File: config.mk
export PLATFORM = sky130hd
export DESIGN_NAME = gp_ports
export DESIGN_NICKNAME = d
export VERILOG_FILES = /design/src/hdl/gp_pkg.sv /design/src/hdl/gp_cell_if.sv /design/src/hdl/gp_ports.sv /design/src/hdl/gp_pin_drv.sv /design/src/hdl/gp_cell_bank.sv
export VERILOG_INCLUDE_DIRS = /design/src /design/src/hdl
export SDC_FILE = /design/constraint.sdc
export NUM_CORES = 1
export LEC_CHECK = 0
export ABC_AREA = 1
export BUFFER_PORTS_ARGS = -buffer_cell sky130_fd_sc_hd__buf_2
export CORE_MARGIN = 2
export CORE_UTILIZATION = 55
export DETAILED_ROUTE_END_ITERATION = 6
export PLACE_DENSITY_LB_ADDON = 0.08
export REMOVE_ABC_BUFFERS = 1
export SKIP_CTS_REPAIR_TIMING = 1
export SYNTH_ARGS = -nofsm -noshare
export SYNTH_HDL_FRONTEND = slang
export SYNTH_HIERARCHICAL = 1
export SYNTH_SLANG_ARGS = --single-unit
File: constraint.sdc
create_clock -name clk -period 6.3 [get_ports clk]
set_input_delay 0.315 -clock clk [delete_from_list [all_inputs] [get_ports clk]]
set_output_delay 0.315 -clock clk [all_outputs]
set_load 0.02 [all_outputs]
File: src/hdl/gp_defs.svh
`ifndef GP_DEFS_SVH
`define GP_DEFS_SVH

// ****************************************
// register codes, address = {code, port}
// ****************************************
`define GP_REG_PIN_IN 6'h00
`define GP_REG_OUT_DATA 6'h01
`define GP_REG_OCELL 6'h02
`define GP_REG_OMASK 6'h03
`define GP_REG_ICELL 6'h04
`define GP_REG_ENOUT 6'h05
`define GP_REG_CTRL 6'h06
`define GP_REG_DIR 6'h07
`define GP_REG_DRIVE 6'h08
`define GP_REG_SPECIAL 6'h09
`define GP_REG_ECS 6'h0A

// ****************************************
// field positions and reset values
// ****************************************
`define GP_SP_ROUTE_FIRST_B 0
`define GP_SP_ROUTE_SECOND_C 1
`define GP_SP_ALE_EN 2
`define GP_SP_CLK_EN 3
`define GP_SP_CSI_EN 4
`define GP_SP_DBE_EN 5
`define GP_SP_BATT_IN_EN 6
`define GP_SP_BATT_IND_EN 7
`define GP_ECS_POL_LSB 4
`define GP_CFG_RST 8'h00
`define GP_CELL_RST 16'h0000
`define GP_ICELL_RST 24'h00_0000
`define GP_PORT_D_MASK 8'h07
`define GP_PORT_FULL_MASK 8'hFF

`endif

File: src/hdl/gp_pkg.sv
`default_nettype none
`include "gp_defs.svh"

package gp_pkg;

   typedef logic [7:0] gp_byte_t;

   typedef enum logic [1:0] {
      GP_PORT_A = 2'b00,
      GP_PORT_B = 2'b01,
      GP_PORT_C = 2'b10,
      GP_PORT_D = 2'b11
   } gp_port_e;

   // which cell group a port's cell registers reach: {valid, group}
   function automatic logic [1:0] gp_cell_grp(input logic [1:0] port, input logic rf, input logic rs);
      logic [1:0] g;
      g = 2'b00;
      if (port == GP_PORT_A) begin
         g = {~rf, 1'b0};
      end else if (port == GP_PORT_B) begin
         if (rf) begin
            g = 2'b10;
         end else if (!rs) begin
            g = 2'b11;
         end
      end else if (port == GP_PORT_C) begin
         g = {rs, 1'b1};
      end
      return g;
   endfunction

   // only three pins exist on the last port
   function automatic gp_byte_t gp_port_mask(input logic [1:0] port);
      return (port == GP_PORT_D) ? gp_byte_t'(`GP_PORT_D_MASK) : gp_byte_t'(`GP_PORT_FULL_MASK);
   endfunction

endpackage

`default_nettype wire

File: src/hdl/gp_cell_if.sv
`timescale 1ns/1ps
`default_nettype none

interface gp_cell_if;
   logic [7:0] wdata;
   logic [2:0] wr_cell;
   logic [2:0] wr_mask;
   logic rf;
   logic rs;
   logic [15:0] cell_next;
   logic [15:0] cell_ld;
   logic [2:0] icap;
   logic [23:0] pad_in;
   logic [15:0] cell_q;
   logic [15:0] mask_q;
   logic [23:0] icell_q;

   modport bank (
      input wdata, wr_cell, wr_mask, rf, rs, cell_next, cell_ld, icap, pad_in,
      output cell_q, mask_q, icell_q
   );
   modport ctl (
      output wdata, wr_cell, wr_mask, rf, rs, cell_next, cell_ld, icap, pad_in,
      input cell_q, mask_q, icell_q
   );
endinterface

`default_nettype wire

File: src/hdl/gp_ports.sv
`timescale 1ns/1ps
`default_nettype none
`include "gp_defs.svh"


module gp_ports (
   // clock and reset
   input wire logic clk,
   input wire logic arst_n,
   // host register bus
   input wire logic bus_sel,
   input wire logic [7:0] bus_addr,
   input wire logic bus_wr,
   input wire logic bus_rd,
   input wire gp_pkg::gp_byte_t bus_wdata,
   output gp_pkg::gp_byte_t bus_rdata,
   output logic bus_rvalid,
   // bus modes
   input wire logic data_port_mode,
   input wire logic jtag_en,
   input wire gp_pkg::gp_byte_t addr_lat_a,
   input wire gp_pkg::gp_byte_t addr_lat_b,
   input wire logic supply_below_batt,
   // logic array
   input wire gp_pkg::gp_byte_t oe_pt_a,
   input wire gp_pkg::gp_byte_t oe_pt_b,
   input wire gp_pkg::gp_byte_t oe_pt_c,
   input wire logic [2:0] oe_pt_d,
   input wire logic [2:0] ecs_pt,
   input wire logic [15:0] cell_next,
   input wire logic [15:0] cell_ld,
   input wire logic [2:0] in_cell_capture,
   output logic [15:0] cell_out,
   output logic [23:0] in_cell_bus,
   // pins
   input wire gp_pkg::gp_byte_t pa_in,
   output gp_pkg::gp_byte_t pa_out,
   output gp_pkg::gp_byte_t pa_oe,
   input wire gp_pkg::gp_byte_t pb_in,
   output gp_pkg::gp_byte_t pb_out,
   output gp_pkg::gp_byte_t pb_oe,
   input wire gp_pkg::gp_byte_t pc_in,
   output gp_pkg::gp_byte_t pc_out,
   output gp_pkg::gp_byte_t pc_oe,
   input wire logic [2:0] pd_in,
   output logic [2:0] pd_out,
   output logic [2:0] pd_oe,
   output logic [3:0] slew_fast_a,
   output logic [3:0] slew_fast_b,
   output logic [2:0] slew_fast_d,
   // dedicated pin functions
   output logic addr_strobe,
   output logic common_logic_clock,
   output logic io_space_disable,
   output logic data_byte_enable
);
   import gp_pkg::*;

   // ****************************************
   // reset release
   // ****************************************
   logic [1:0] rs_q;
   logic rst_n;

   always_ff @(posedge clk or negedge arst_n) begin
      if (!arst_n) begin
         rs_q <= 2'b00;
      end else begin
         rs_q <= {rs_q[0], 1'b1};
      end
   end
   assign rst_n = rs_q[1];

   // ****************************************
   // decode
   // ****************************************
   gp_byte_t out_q [4];
   gp_byte_t dir_q [4];
   gp_byte_t drv_q [4];
   gp_byte_t ctrl_q [2];
   gp_byte_t spec_q;
   gp_byte_t ecs_q;
   gp_byte_t rd_val;
   gp_byte_t rdata_q;
   logic rvalid_q;
   logic [5:0] code;
   logic [1:0] port;
   logic blocked;
   logic wr_ok;
   logic rd_ok;
   logic rf;
   logic rs;
   logic [1:0] grp;
   gp_byte_t pmask;
   gp_cell_if cif ();

   assign code = bus_addr[7:2];
   assign port = bus_addr[1:0];
   assign rf = spec_q[`GP_SP_ROUTE_FIRST_B];
   assign rs = spec_q[`GP_SP_ROUTE_SECOND_C];
   assign blocked = spec_q[`GP_SP_CSI_EN] & pd_in[2];
   assign wr_ok = bus_sel & bus_wr & ~blocked;
   assign rd_ok = bus_sel & bus_rd & ~blocked;
   assign grp = gp_cell_grp(port, rf, rs);
   assign pmask = gp_port_mask(port);

   // ****************************************
   // configuration and data registers
   // ****************************************
   always_ff @(posedge clk or negedge rst_n) begin
      if (!rst_n) begin
         for (int p = 0; p < 4; p++) begin
            out_q[p] <= `GP_CFG_RST;
            dir_q[p] <= `GP_CFG_RST;
            drv_q[p] <= `GP_CFG_RST;
         end
      end else if (wr_ok) begin
         if (code == `GP_REG_OUT_DATA) begin
            out_q[port] <= bus_wdata & pmask;
         end else if (code == `GP_REG_DIR) begin
            dir_q[port] <= bus_wdata & pmask;
         end else if (code == `GP_REG_DRIVE) begin
            drv_q[port] <= bus_wdata & pmask;
         end
      end
   end

   // address-out control exists on A and B only
   always_ff @(posedge clk or negedge rst_n) begin
      if (!rst_n) begin
         ctrl_q[0] <= `GP_CFG_RST;
         ctrl_q[1] <= `GP_CFG_RST;
      end else if (wr_ok && code == `GP_REG_CTRL && !port[1]) begin
         ctrl_q[port[0]] <= bus_wdata;
      end
   end

   always_ff @(posedge clk or negedge rst_n) begin
      if (!rst_n) begin
         spec_q <= `GP_CFG_RST;
         ecs_q <= `GP_CFG_RST;
      end else if (wr_ok && port == GP_PORT_A) begin
         if (code == `GP_REG_SPECIAL) begin
            spec_q <= bus_wdata;
         end else if (code == `GP_REG_ECS) begin
            ecs_q <= bus_wdata & 8'h77;
         end
      end
   end

   // ****************************************
   // cells
   // ****************************************
   assign cif.wdata = bus_wdata;
   assign cif.wr_cell = {3{wr_ok && code == `GP_REG_OCELL}} & (3'b001 << port);
   assign cif.wr_mask = {3{wr_ok && code == `GP_REG_OMASK}} & (3'b001 << port);
   assign cif.rf = rf;
   assign cif.rs = rs;
   assign cif.cell_next = cell_next;
   assign cif.cell_ld = cell_ld;
   assign cif.pad_in = {pc_in, pb_in, pa_in};
   // address inputs are held transparent while the strobe is high
   assign cif.icap = in_cell_capture | {3{spec_q[`GP_SP_ALE_EN] & pd_in[0]}};
   assign cell_out = cif.cell_q;
   assign in_cell_bus = cif.icell_q;

   gp_cell_bank u_bank (
      .clk(clk),
      .rst_n(rst_n),
      .cif(cif)
   );

   // ****************************************
   // pin composition
   // ****************************************
   gp_byte_t val_a, val_b, val_c, oe_a, oe_b, oe_c, od_a, od_b;
   logic [2:0] val_d, oe_d, ded_d;

   always_comb begin
      val_a = rf ? out_q[0] : cif.cell_q[7:0];
      val_a = (ctrl_q[0] & addr_lat_a) | (~ctrl_q[0] & val_a);
      oe_a = dir_q[0] | oe_pt_a;
      od_a = {drv_q[0][7:4], 4'h0};
      if (data_port_mode) begin
         val_a = rdata_q;
         oe_a = {8{rvalid_q}};
         od_a = 8'h00;
      end
   end

   always_comb begin
      val_b = rf ? cif.cell_q[7:0] : (rs ? out_q[1] : cif.cell_q[15:8]);
      val_b = (ctrl_q[1] & addr_lat_b) | (~ctrl_q[1] & val_b);
      oe_b = dir_q[1] | oe_pt_b;
      od_b = {drv_q[1][7:4], 4'h0};
   end

   always_comb begin
      val_c = rs ? cif.cell_q[15:8] : out_q[2];
      oe_c = dir_q[2] | oe_pt_c;
      if (spec_q[`GP_SP_BATT_IND_EN]) begin
         val_c[4] = supply_below_batt;
         oe_c[4] = 1'b1;
      end
      if (spec_q[`GP_SP_BATT_IN_EN]) begin
         oe_c[2] = 1'b0;
      end
      if (spec_q[`GP_SP_DBE_EN]) begin
         oe_c[7] = 1'b0;
      end
      if (jtag_en) begin
         oe_c = 8'h00;
      end
   end

   always_comb begin
      ded_d = {spec_q[`GP_SP_CSI_EN], spec_q[`GP_SP_CLK_EN], spec_q[`GP_SP_ALE_EN]};
      for (int i = 0; i < 3; i++) begin
         val_d[i] = ecs_q[i] ? ~(ecs_pt[i] ^ ecs_q[`GP_ECS_POL_LSB + i]) : out_q[3][i];
      end
      oe_d = (dir_q[3][2:0] | oe_pt_d) & ~ded_d;
   end

   gp_pin_drv #(.W(8)) u_pa (.val(val_a), .oe_req(oe_a), .od(od_a), .pad_out(pa_out), .pad_oe(pa_oe));
   gp_pin_drv #(.W(8)) u_pb (.val(val_b), .oe_req(oe_b), .od(od_b), .pad_out(pb_out), .pad_oe(pb_oe));
   gp_pin_drv #(.W(8)) u_pc (.val(val_c), .oe_req(oe_c), .od(drv_q[2]), .pad_out(pc_out), .pad_oe(pc_oe));
   gp_pin_drv #(.W(3)) u_pd (.val(val_d), .oe_req(oe_d), .od(3'b000), .pad_out(pd_out), .pad_oe(pd_oe));

   assign slew_fast_a = drv_q[0][3:0];
   assign slew_fast_b = drv_q[1][3:0];
   assign slew_fast_d = drv_q[3][2:0];
   assign addr_strobe = spec_q[`GP_SP_ALE_EN] & pd_in[0];
   assign common_logic_clock = spec_q[`GP_SP_CLK_EN] & pd_in[1];
   assign io_space_disable = blocked;
   assign data_byte_enable = spec_q[`GP_SP_DBE_EN] & pc_in[7];

   // ****************************************
   // read path
   // ****************************************
   // reads are pure muxes, nothing is popped or cleared
   always_comb begin
      rd_val = 8'h00;
      if (code == `GP_REG_PIN_IN) begin
         rd_val = (port == GP_PORT_A) ? pa_in : (port == GP_PORT_B) ? pb_in :
                  (port == GP_PORT_C) ? pc_in : {5'h00, pd_in};
      end else if (code == `GP_REG_OUT_DATA) begin
         rd_val = out_q[port];
      end else if (code == `GP_REG_OCELL && grp[1]) begin
         rd_val = grp[0] ? cif.cell_q[15:8] : cif.cell_q[7:0];
      end else if (code == `GP_REG_OMASK && grp[1]) begin
         rd_val = grp[0] ? cif.mask_q[15:8] : cif.mask_q[7:0];
      end else if (code == `GP_REG_ICELL && !(&port)) begin
         rd_val = cif.icell_q[port*8 +: 8];
      end else if (code == `GP_REG_ENOUT) begin
         rd_val = (port == GP_PORT_A) ? pa_oe : (port == GP_PORT_B) ? pb_oe :
                  (port == GP_PORT_C) ? pc_oe : 8'h00;
      end else if (code == `GP_REG_CTRL && !port[1]) begin
         rd_val = ctrl_q[port[0]];
      end else if (code == `GP_REG_DIR) begin
         rd_val = dir_q[port];
      end else if (code == `GP_REG_DRIVE) begin
         rd_val = drv_q[port];
      end else if (code == `GP_REG_SPECIAL && port == GP_PORT_A) begin
         rd_val = spec_q;
      end else if (code == `GP_REG_ECS && port == GP_PORT_A) begin
         rd_val = ecs_q;
      end
   end

   always_ff @(posedge clk or negedge rst_n) begin
      if (!rst_n) begin
         rdata_q <= 8'h00;
         rvalid_q <= 1'b0;
      end else begin
         rvalid_q <= rd_ok;
         if (rd_ok) begin
            rdata_q <= rd_val;
         end
      end
   end
   assign bus_rdata = rdata_q;
   assign bus_rvalid = rvalid_q;

   // ****************************************
   // checks
   // ****************************************
   property p_pin_read;
      @(posedge clk) disable iff (!rst_n)
      (rd_ok && code == `GP_REG_PIN_IN && port == GP_PORT_B) |=> (bus_rvalid && bus_rdata == $past(pb_in));
   endproperty
   a_pin_read: assert property (p_pin_read) else $error("pin input read wrong");

   property p_out_readback;
      @(posedge clk) disable iff (!rst_n)
      (wr_ok && code == `GP_REG_OUT_DATA && port == GP_PORT_B) ##1
      (rd_ok && code == `GP_REG_OUT_DATA && port == GP_PORT_B)
      |=> (bus_rdata == $past(bus_wdata, 2));
   endproperty
   a_out_readback: assert property (p_out_readback) else $error("output data readback wrong");

   property p_drive_b;
      @(posedge clk) disable iff (!rst_n)
      (!rf && rs && ctrl_q[1] == 8'h00 && drv_q[1][7:4] == 4'h0)
      |-> (pb_out == out_q[1] && pb_oe == (dir_q[1] | oe_pt_b));
   endproperty
   a_drive_b: assert property (p_drive_b) else $error("port b drive wrong");

   property p_enout;
      @(posedge clk) disable iff (!rst_n)
      (rd_ok && code == `GP_REG_ENOUT && port == GP_PORT_C) |=> (bus_rdata == $past(pc_oe));
   endproperty
   a_enout: assert property (p_enout) else $error("enable out read wrong");

   property p_ro_write;
      @(posedge clk) disable iff (!rst_n)
      (bus_sel && bus_wr && code == `GP_REG_PIN_IN) |=> (out_q[port] == $past(out_q[port]) && $stable(spec_q));
   endproperty
   a_ro_write: assert property (p_ro_write) else $error("read-only write changed state");

   property p_csi_block;
      @(posedge clk) disable iff (!rst_n)
      (bus_sel && bus_wr && blocked && code == `GP_REG_DIR) |=> (dir_q[$past(port)] == $past(dir_q[port]));
   endproperty
   a_csi_block: assert property (p_csi_block) else $error("write taken while deselected");

   property p_ecs_pol;
      @(posedge clk) disable iff (!rst_n)
      (ecs_q[0] && !ded_d[0]) |-> (pd_out[0] == (ecs_q[`GP_ECS_POL_LSB] ? ecs_pt[0] : ~ecs_pt[0]));
   endproperty
   a_ecs_pol: assert property (p_ecs_pol) else $error("external select polarity wrong");

   property p_d_no_cells;
      @(posedge clk) disable iff (!rst_n)
      (rd_ok && port == GP_PORT_D && (code == `GP_REG_OCELL || code == `GP_REG_ICELL)) |=> (bus_rdata == 8'h00);
   endproperty
   a_d_no_cells: assert property (p_d_no_cells) else $error("cell register seen on port d");
endmodule

`default_nettype wire

File: src/hdl/gp_pin_drv.sv
`timescale 1ns/1ps
`default_nettype none

module gp_pin_drv #(
   parameter int W = 8
) (
   // pin request
   input wire logic [W-1:0] val,
   input wire logic [W-1:0] oe_req,
   input wire logic [W-1:0] od,
   // pad
   output logic [W-1:0] pad_out,
   output logic [W-1:0] pad_oe
);
   // open drain only pulls low; a high releases the pin to the pull-up
   assign pad_out = val & ~od;
   assign pad_oe = oe_req & ~(od & val);
endmodule

`default_nettype wire

File: src/hdl/gp_cell_bank.sv
`timescale 1ns/1ps
`default_nettype none
`include "gp_defs.svh"

module gp_cell_bank (
   // clock and reset
   input wire logic clk,
   input wire logic rst_n,
   // cell access
   gp_cell_if.bank cif
);
   import gp_pkg::*;

   logic [1:0] wr_grp;
   logic [1:0] msk_grp;

   always_comb begin
      logic [1:0] g;
      g = 2'b00;
      wr_grp = 2'b00;
      msk_grp = 2'b00;
      for (int p = 0; p < 3; p++) begin
         g = gp_cell_grp(2'(p), cif.rf, cif.rs);
         if (g[1] && cif.wr_cell[p]) begin
            wr_grp[g[0]] = 1'b1;
         end
         if (g[1] && cif.wr_mask[p]) begin
            msk_grp[g[0]] = 1'b1;
         end
      end
   end

   // ****************************************
   // output cells
   // ****************************************
   // host load beats the array's own load in the same cycle
   always_ff @(posedge clk or negedge rst_n) begin
      if (!rst_n) begin
         cif.cell_q <= `GP_CELL_RST;
      end else begin
         for (int i = 0; i < 16; i++) begin
            if (wr_grp[i/8] && !cif.mask_q[i]) begin
               cif.cell_q[i] <= cif.wdata[i%8];
            end else if (cif.cell_ld[i]) begin
               cif.cell_q[i] <= cif.cell_next[i];
            end
         end
      end
   end

   always_ff @(posedge clk or negedge rst_n) begin
      if (!rst_n) begin
         cif.mask_q <= `GP_CELL_RST;
      end else begin
         for (int i = 0; i < 2; i++) begin
            if (msk_grp[i]) begin
               cif.mask_q[i*8 +: 8] <= cif.wdata;
            end
         end
      end
   end

   // ****************************************
   // input cells
   // ****************************************
   always_ff @(posedge clk or negedge rst_n) begin
      if (!rst_n) begin
         cif.icell_q <= `GP_ICELL_RST;
      end else begin
         for (int p = 0; p < 3; p++) begin
            if (cif.icap[p]) begin
               cif.icell_q[p*8 +: 8] <= cif.pad_in[p*8 +: 8];
            end
         end
      end
   end

   property p_masked_hold;
      @(posedge clk) disable iff (!rst_n)
      (wr_grp[0] && cif.mask_q[0] && !cif.cell_ld[0]) |=> (cif.cell_q[0] == $past(cif.cell_q[0]));
   endproperty
   a_masked_hold: assert property (p_masked_hold) else $error("masked cell was loaded");

   property p_unmasked_load;
      @(posedge clk) disable iff (!rst_n)
      (wr_grp[1] && cif.mask_q[15:8] == 8'h00) |=> (cif.cell_q[15:8] == $past(cif.wdata));
   endproperty
   a_unmasked_load: assert property (p_unmasked_load) else $error("unmasked cell not loaded");
endmodule

`default_nettype wire

# After elaboration in Yosys (flattened, before gate mapping)

Index checks and enable logic that the tools add are counted.

Bits in registers: 193
Input bits: 132
Word-level logic and storage cells: 295

Bitwise logic cells: 56
Shift operators: 2
Order comparisons: 6
Eq/ne operators: 13
Reductions and logical operators: 78
Muxes and demuxes: 100

Operators with widths:

| operator                                            | number |
|---|---|
| 2-to-1 mux 8 bit                                    | 38 |
| bitwise AND 8 bit                                   | 14 |
| bitwise mux 32 bit                                  | 3 |
| NOT 8 bit                                           | 8 |
| binary-select mux 8 bit (select 2 bit)              | 3 |
| 2-to-1 mux 1 bit                                    | 42 |
| bitwise OR 8 bit                                    | 5 |
| logical AND 1 bit                                   | 36 |
| nonzero test 2 bit                                  | 16 |
| equality test 6 x 3 -> 1 bit, second input constant | 4 |
| indexed part select 24 x 6 -> 8 bit                 | 1 |
| equality test 6 x 4 -> 1 bit, second input constant | 3 |
| logical NOT 1 bit                                   | 18 |
| 2-to-1 mux 2 bit                                    | 9 |
| bitwise mux 16 bit                                  | 1 |
| demux 8 bit (select 2 bit)                          | 1 |
| equality test 6 x 2 -> 1 bit, second input constant | 2 |
| bitwise AND 3 bit                                   | 3 |
| bitwise AND 1 bit                                   | 8 |
| demux 8 bit (select 1 bit)                          | 1 |
| NOT 1 bit                                           | 8 |
| 2-to-1 mux 7 bit                                    | 1 |
| equality test 6 x 1 -> 1 bit, second input constant | 1 |
| logical NOT 6 bit                                   | 1 |
| other kinds (20)                                    | 28 |

# Depth between registers and ports, before layout

Gate-level depths: netlist (run 1).

Depth in word-level cells: 15
Gate-level depth with buffers: 17
Gate-level depth less buffers: 16

# Cells and area by module

Netlist (run 1), hierarchy kept.

By module, submodules not included:

| module                | cells an instance | area an instance (um2) | times used |
|---|---|---|---|
| gp_ports              | 1,240             | 8,538.2                | 1 |
| gp_cell_bank          | 260               | 2,488.6                | 1 |
| gp_pin_drv (u_pa ...) | 32                | 130.1                  | 3 |
| gp_pin_drv (u_pd)     | 12                | 48.8                   | 1 |

# Least setup slack after synthesis (run 1)

Ideal clock, no wire load.

Path type: register to register
Start: register spec_q[0]
End: register rdata_q[4], in the netlist bus_rdata[4]
Path slack: 4,134 ps
Library setup time: 63 ps
Period minus slack after synthesis: 2,166 ps
Arrival time: 2,103 ps
Stages on the path, launching flop included: 15
Data required time: 6,237 ps
Path through: dfrtp_1 > buf_4 > clkbuf_1 > o211ai_1 > o211ai_1 > o21ai_0 > a21oi_1 > nand2_1 > nand3_1 > nand2_1 > nand4_1 > nand2_1 > nand4_1 > nand2_1 > inv_1

Word-level cells in the longest chain between the ends: 14

Ends and longest elaborated chain:

| element                  | line             | RTL |
|---|---|---|
| start: declaration       | gp_ports.sv:81   | `gp_byte_t spec_q;` |
| start signal: assignment | gp_ports.sv:140  | `` spec_q <= `GP_CFG_RST; `` |
| start signal: assignment | gp_ports.sv:144  | `spec_q <= bus_wdata;` |
| 2-to-1 mux 8 bit         | gp_ports.sv:180  | `val_a = rf ? out_q[0] : cif.cell_q[7:0];` |
| bitwise AND 8 bit        | gp_ports.sv:181  | `val_a = (ctrl_q[0] & addr_lat_a) \| (~ctrl_q[0] & val_a);` |
| bitwise OR 8 bit         | gp_ports.sv:181  |  |
| 2-to-1 mux 8 bit         | gp_ports.sv:184  | `if (data_port_mode) begin` |
| net val_a[4]             | gp_ports.sv:176  | `gp_byte_t val_a, val_b, val_c, oe_a, oe_b, oe_c, od_a, od_b;` |
| bitwise AND 8 bit        | gp_pin_drv.sv:17 | `assign pad_oe = oe_req & ~(od & val);` |
| NOT 8 bit                | gp_pin_drv.sv:17 |  |
| bitwise AND 8 bit        | gp_pin_drv.sv:17 |  |
| net pa_oe[4]             | gp_ports.sv:38   | `output gp_pkg::gp_byte_t pa_oe,` |
| 2-to-1 mux 8 bit         | gp_ports.sv:255  | `rd_val = (port == GP_PORT_A) ? pa_oe : (port == GP_PORT_B) ? pb_oe :` |
| 2-to-1 mux 8 bit         | gp_ports.sv:254  | `` end else if (code == `GP_REG_ENOUT) begin `` |
| 2-to-1 mux 8 bit         | gp_ports.sv:252  | `` end else if (code == `GP_REG_ICELL && !(&port)) begin `` |
| 2-to-1 mux 8 bit         | gp_ports.sv:250  | `` end else if (code == `GP_REG_OMASK && grp[1]) begin `` |
| 2-to-1 mux 8 bit         | gp_ports.sv:248  | `` end else if (code == `GP_REG_OCELL && grp[1]) begin `` |
| 2-to-1 mux 8 bit         | gp_ports.sv:246  | `` end else if (code == `GP_REG_OUT_DATA) begin `` |
| 2-to-1 mux 8 bit         | gp_ports.sv:243  | `` if (code == `GP_REG_PIN_IN) begin `` |
| end signal: assignment   | gp_ports.sv:277  | `rdata_q <= rd_val;` |
| end: declaration         | gp_ports.sv:84   | `gp_byte_t rdata_q;` |

The timed path passes the listed nets, and every way through them passes these cells.
A chain may end at the register's enable or synchronous reset.

# Final worst setup path (run 1)

Start: register spec_q[1]
End: output pb_oe[4]

Word-level cells in the longest chain between the ends: 7

Ends and longest elaborated chain:

| element                       | line             | RTL |
|---|---|---|
| 2-to-1 mux 8 bit (2 in a row) | gp_ports.sv:192  | `val_b = rf ? cif.cell_q[7:0] : (rs ? out_q[1] : cif.cell_q[15:8]);` |
| bitwise AND 8 bit             | gp_ports.sv:193  | `val_b = (ctrl_q[1] & addr_lat_b) \| (~ctrl_q[1] & val_b);` |
| bitwise OR 8 bit              | gp_ports.sv:193  |  |
| net val_b[4]                  | gp_ports.sv:176  |  |
| bitwise AND 8 bit             | gp_pin_drv.sv:17 |  |
| NOT 8 bit                     | gp_pin_drv.sv:17 |  |
| bitwise AND 8 bit             | gp_pin_drv.sv:17 |  |
| end: declaration              | gp_ports.sv:41   | `output gp_pkg::gp_byte_t pb_oe,` |

The timed path passes the listed nets, and every way through them passes these cells.

==> results of run 1 <==
## power by group
group	leakage, nW	switching (mW)	internal, mW
Combinational	4.21	0.343	0.162
Sequential	2.47	0.0637	1.30
Clock	0.273	0.521	0.564
Total	6.95	0.928	2.02
## synthesized netlist by cell type, types with 2 or more instances
library cell  number
o2111ai_1          5
buf_6              6
nor2_4             8
buf_2             27
nand3_1           72
inv_1            187
buf_4             24
inv_4              2
nand2_1          564
a22oi_1            6
inv_2             11
or2_2             12
clkbuf_1          17
nor2_1           121
xor2_1             3
nand2_2           10
nand2_4            3
o21ai_2           25
a21oi_1           60
dfrtp_1          193
nor2_8             2
o21ai_0          125
conb_1             2
o211ai_1          21
a211oi_1           2
o21ai_1           32
nor2_2             6
mux2_2            24
nor3_1             2
nand4_1           26
nand3_2            5
## flip-flops by register name, summed over array words and instances (netlist names)
register	flops
spec_q	8
ecs_q	6
u_bank/cif.icell_q	24
slew_fast_d	3
out_q	32
bus_rdata	8
drv_q	21
bus_rvalid	1
rs_q	2
slew_fast_b	4
u_bank/cif.mask_q	16
ctrl_q	16
dir_q	32
u_bank/cif.cell_q	16
slew_fast_a	4
## per-stage QoR
stage          instance area [um^2]  setup WS (ns)
6_report                      13300           3.27
5_1_grt                       13300           3.04
4_1_cts                       13300           3.37
3_5_place_dp                  12700           2.93
3_3_place_gp                  12700           3.00
2_1_floorplan                 11100          0.524
## path summary, 6_finish.rpt
kind | startpoint | to | cells past startpoint
min in group asynchronous | arst_n | rs_q[1]$_DFF_PN0_ | 2
worst min register to register | rs_q[1]$_DFF_PN0_ | dir_q[16]$_DFFE_PN0P_ | 0
worst max-delay path | spec_q[1]$_DFFE_PN0P_ | pb_oe[4] | 8
worst max register to register | spec_q[1]$_DFFE_PN0P_ | bus_rdata[4]$_DFFE_PN0P_ | 15
worst min-delay path | pc_in[4] | u_bank/cif.icell_q[20]$_DFFE_PN0P_ | 2
max in group asynchronous | rs_q[1]$_DFF_PN0_ | out_q[3]$_DFFE_PN0P_ | 1
## cells by family (layout without fill, tap and decap cells)
| group | Yosys count | after routing |
|---|---|---|
| AND/OR/NAND/NOR | 833 | 833 |
| AO/OA/AOI/OAI | 278 | 278 |
| buffers and inverters | 275 | 485 |
| flip-flops | 193 | 193 |
| multiplexers | 24 | 24 |
| XOR/XNOR | 3 | 3 |
| other | 2 | 24 |
## area by class of cell
cell class	instances	area (um^2)	share of cell area, %
Tap cell	270	338	2.54
Timing Repair Buffer	253	1290	9.71
Clock inverter	13	126	0.950
Clock buffer	19	443	3.33
Antenna cell	1	2.50	0.0188
Sequential cell	193	4830	36.3
Multi-Input combinational cell	1161	5510	41.4
Inverter	200	756	5.68
## metal layers
metal,track usage (%),vias to the layer above,routed length [um]
met5,0,-,0
met4,14.8,0,1540
met3,6.13,110,4040
met2,57.9,696,18000
met1,50.3,5498,16300
li1,-,5509,-
==> impl_metrics.csv, run 1 <==
group,metric,value,unit
run_status,status,"finished with violations",
run_status,violations,"DRC",
placed_design,hpwl,29.4,mm
worst_setup_path,worstPathCellList,"nand2_1, inv_1, nand2_1, o211ai_1, o21ai_0, inv_1, a21oi_1, buf_2",
worst_setup_path,path_buf_inv,3,
synthesis,netlist_area,11500,um^2
timing,slew_violations,0,
route,ant_nets,0,
floorplanning,core_area,20400,um^2
power_and_ir_drop,pwr_density_cell,222,nW/um^2
layout,final_util,65.3,%
clocking,htree_levels,4,
floorplanning,dieHeight,148,um
timing,fin_crit,3.03,ns
worst_setup_path,endpoint_kind,"primary output",
worst_setup_path,required,5.98,ns
clocking,clk_pin_slew,0.08,ns
route,via_per_inst,5.60,
placed_design,port_buffers,249,
placed_design,placedCellCount,2076,
synthesis,yosys.area.top_type_share,42.1,%
grt,grt_usage,36.5,%
job,maxCapViolations,0,
route,drt_iter0_drc,1307,
clocking,clkLatencyLatePin,0.45,ns
timing,rsz0062_at_grt,"false",
timing,period_share,48.0,%
synthesis,synth_seq_area_share,42.1,%
power_and_ir_drop,total_power,2.95,mW
synthesis,synthSimpleGateAreaFrac,30.8,%
layout,layout_commonest_cell,"nand2_1",
synthesis,synthAdderAreaFrac,0,%
floorplanning,rows,52,
worst_setup_path,crit_fanout,17,
synthesis,synth_cells,1608,
synthesis,synth.area.mux_share,2.36,%
clocking,cts-buffers-inserted,17,
layout,area_growth,16.0,%
grt,grt_overflow,0,
floorplanning,num_io_pins,250,
timing,fin_skew,0.00790,ns
synthesis,async_reset_ff_share,100,%
synthesis,yosysWarningCount,6,
timing,fin_hold_ws,0.111,ns
layout,drive_gt1_share,21.5,%
synthesis,yosys.area.top_type,"dfrtp_1",
layout,final_nets,1958,
layout,fin_cells,2110,
worst_setup_path,cpMaxStageDelayCell,"dfrtp_1",
grt,grt_pass1_vias,11000,
worst_setup_path,worst_ep_arrival_time,2.71,ns
power_and_ir_drop,ir_drop,0.201,mV
timing,fmax,0.330,GHz
timing,tightest_slew,0.932,ns
floorplanning,die_area,22000,um^2
route,wl_per_cell,18.9,um
worst_hold_path,hold_path_class,"input pin to flip-flop",
clocking,cts_sinks,193,
placed_design,globalplace.congestion,0.947,
clocking,clock_path_buffers,2,
timing,fin_setup_tns,0,ns
worst_setup_path,cpPeakStageDelay,0.90,ns
floorplanning,die_x,148,um
grt,grt_antenna_before_repair,1,
synthesis,synth_compound_area_share,13.9,%
worst_setup_path,r2r_slack,3.49,ns
synthesis,ys_ff_latch,193,
timing,setup_viol,0,
synthesis,avgSynthCellArea,7.13,um^2
synthesis,synthFlopType,"dfrtp_1",
synthesis,synth_area_leaders,"dfrtp_1 42%, nand2_1 18%, inv_1 6.1%, o21ai_0 5.5%, nor2_1 4.0%",
grt,grt_start_max_net_pins,148,
synthesis,ys_types,36,
route,vias,11800,
synthesis,synth_xor_xnor_area_share,0.229,%
timing,slew_headroom,37.8,%
worst_setup_path,criticalPathCategory,"flip-flop to primary output",
worst_setup_path,worstSetupStartpointType,"flip-flop",
synthesis,synth_top_family_by_area,"simple AND/OR/NAND/NOR gates",
clocking,tritoncts,"yes",
layout,fillers,1891,
grt,grt_pass1_wl,61.1,mm
route,drt_wl_total,39.9,mm
synthesis,synth_edf_count,0,
route,drc,12,
power_and_ir_drop,leakage,6.95,nW
worst_setup_path,cpLargestDelayFamily,"flip-flops",
timing,final_hold_viol_count,0,
layout,final_cell_mix,"564 x nand2_1, 249 x buf_2, 192 x dfrtp_1",
clocking,clockRootBuffer,"clkbuf_16",
route,first_pass_iters,7,
floorplanning,start_util,56.3,%
No activity file was read; power rests on OpenSTA's default activity.
==> inputs of run 2 (changes only) <==
- clock period: 6.3 -> 3.1 ns (I/O delays scaled with it)
==> run 2 against run 1 <==
The run ends with hold timing left. Via count up 1.1%. Routed wire length grew 4.2%. Sequential share of layout area is 1.1 points lower. Clock power grew 100%. Die area unchanged. Power is 110% higher. Global-route usage rose by 1.2 points. Sequential cell count did not move.
==> impl_metrics.csv, run 2 (synthesis results as in run 1) <==
group,metric,value,unit
route,ant_nets,0,
clocking,htree_levels,4,
layout,fillers,1813,
timing,slew_violations,0,
worst_setup_path,required,2.94,ns
power_and_ir_drop,ir_drop,0.308,mV
timing,fin_skew,0.0113,ns
layout,drive_gt1_share,21.9,%
worst_setup_path,criticalPathCategory,"flip-flop to primary output",
run_status,violations,"hold timing",
run_status,status,"finished with violations",
floorplanning,core_area,20400,um^2
route,vias,11900,
clocking,clockRootBuffer,"clkbuf_16",
placed_design,globalplace.congestion,0.974,
placed_design,hpwl,30.7,mm
layout,final_util,67.3,%
worst_setup_path,crit_fanout,17,
layout,layout_commonest_cell,"nand2_1",
timing,final_hold_viol_count,12,
clocking,clock_path_buffers,2,
timing,slew_headroom,33.0,%
route,first_pass_iters,5,
route,drt_wl_total,41.6,mm
floorplanning,num_io_pins,250,
grt,grt_pass1_wl,62.6,mm
floorplanning,rows,52,
grt,grt_antenna_before_repair,1,
layout,area_growth,19.4,%
placed_design,placed_cell_area,12800,um^2
clocking,tritoncts,"yes",
layout,final_cell_mix,"564 x nand2_1, 249 x buf_2, 192 x dfrtp_1",
clocking,cts-buffers-inserted,17,
placed_design,port_buffers,249,
worst_hold_path,hold_path_class,"input pin to flip-flop",
timing,setup_viol,0,
grt,grt_pass1_vias,11000,
floorplanning,dieHeight,148,um
layout,fin_area,13700,um^2
route,wl_per_cell,19.3,um
clocking,clkLatencyLatePin,0.45,ns
floorplanning,die_area,22000,um^2
timing,timing.final.ws_setup,0.296,ns
grt,grt_overflow,0,
layout,final_nets,1999,
timing,period_share,90.4,%
route,drc,0,
placed_design,pre_cts_ws,0.478,ns
layout,reg_top3,"dir_q: 32 flops, out_q: 32 flops, u_bank/cif.icell_q: 24 flops",
timing,fin_crit,2.80,ns
timing,fmax,0.357,GHz
timing,fin_hold_ws,-0.0191,ns
timing,rsz0062_at_grt,"false",
worst_setup_path,endpoint_kind,"primary output",
floorplanning,start_util,56.3,%
timing,fin_setup_tns,0,ns
timing,tightest_slew,1.00,ns
route,drt_iter0_drc,1190,
route,via_per_inst,5.55,
worst_setup_path,worst_ep_arrival_time,2.65,ns
grt,grt_usage,37.7,%
power_and_ir_drop,pwr_density_cell,442,nW/um^2
clocking,clk_pin_slew,0.07,ns
worst_setup_path,worstSetupStartpointType,"flip-flop",
floorplanning,die_x,148,um
job,maxCapViolations,0,
power_and_ir_drop,leakage,7.14,nW
grt,grt_start_max_net_pins,52,
clocking,cts_sinks,193,
run 2: final cells by class:
class	instances	area, um^2	area share, %
Clock inverter	12	114	0.831
Inverter	200	756	5.52
Tap cell	270	338	2.47
Multi-Input combinational cell	1161	5510	40.2
Timing Repair Buffer	294	1680	12.2
Sequential cell	193	4830	35.3
Antenna cell	1	2.50	0.0183
Clock buffer	20	467	3.41
run 2: path summary, 6_finish.rpt:
check	start	to	slack (ns)	depth (start not counted)
max in group asynchronous	rs_q[1]$_DFF_PN0_	spec_q[0]$_DFFE_PN0P_	1.83	1
max	spec_q[0]$_DFFE_PN0P_	pb_out[1]	0.30	10
min	cell_ld[15]	u_bank/cif.cell_q[15]$_DFFE_PN0P_	-0.02	4
min reg2reg	rs_q[0]$_DFF_PN0_	rs_q[1]$_DFF_PN0_	0.36	0
max reg2reg	spec_q[0]$_DFFE_PN0P_	bus_rdata[5]$_DFFE_PN0P_	0.41	16
min in group asynchronous	arst_n	rs_q[1]$_DFF_PN0_	0.01	2
run 2: per-layer routing:
| metal | vias to the layer above | GRT usage, % | wire length (um) |
|---|---|---|---|
| li1 | 5583 | - | - |
| met1 | 5545 | 52.1 | 17000 |
| met2 | 706 | 59.5 | 18900 |
| met3 | 114 | 6.26 | 4100 |
| met4 | 0 | 15.6 | 1590 |
| met5 | - | 0 | 0 |
run 2: power by group:
group | switching, mW | total, mW | internal, mW
Clock | 1.09 | 2.21 | 1.13
Sequential | 0.137 | 2.77 | 2.63
Combinational | 0.711 | 1.07 | 0.362
Total | 1.94 | 6.06 | 4.12
run 2: per-stage QoR:
step	power (mW)	std cells
global placement	3.83	2091
detailed placement	3.84	2091
global route	6.28	2151
floorplan	3.37	1554
finish	6.06	2151
CTS	6.03	2123
run 2: critical path, stage by stage (launching register included):
cell      delay (ns)
dfrtp_1         0.63
inv_2           0.28
nand2_1         0.10
inv_1           0.29
nand2_1         0.09
o211ai_1        0.17
o21ai_0         0.25
inv_1           0.12
inv_1           0.05
nor2_1          0.07
buf_2           0.16
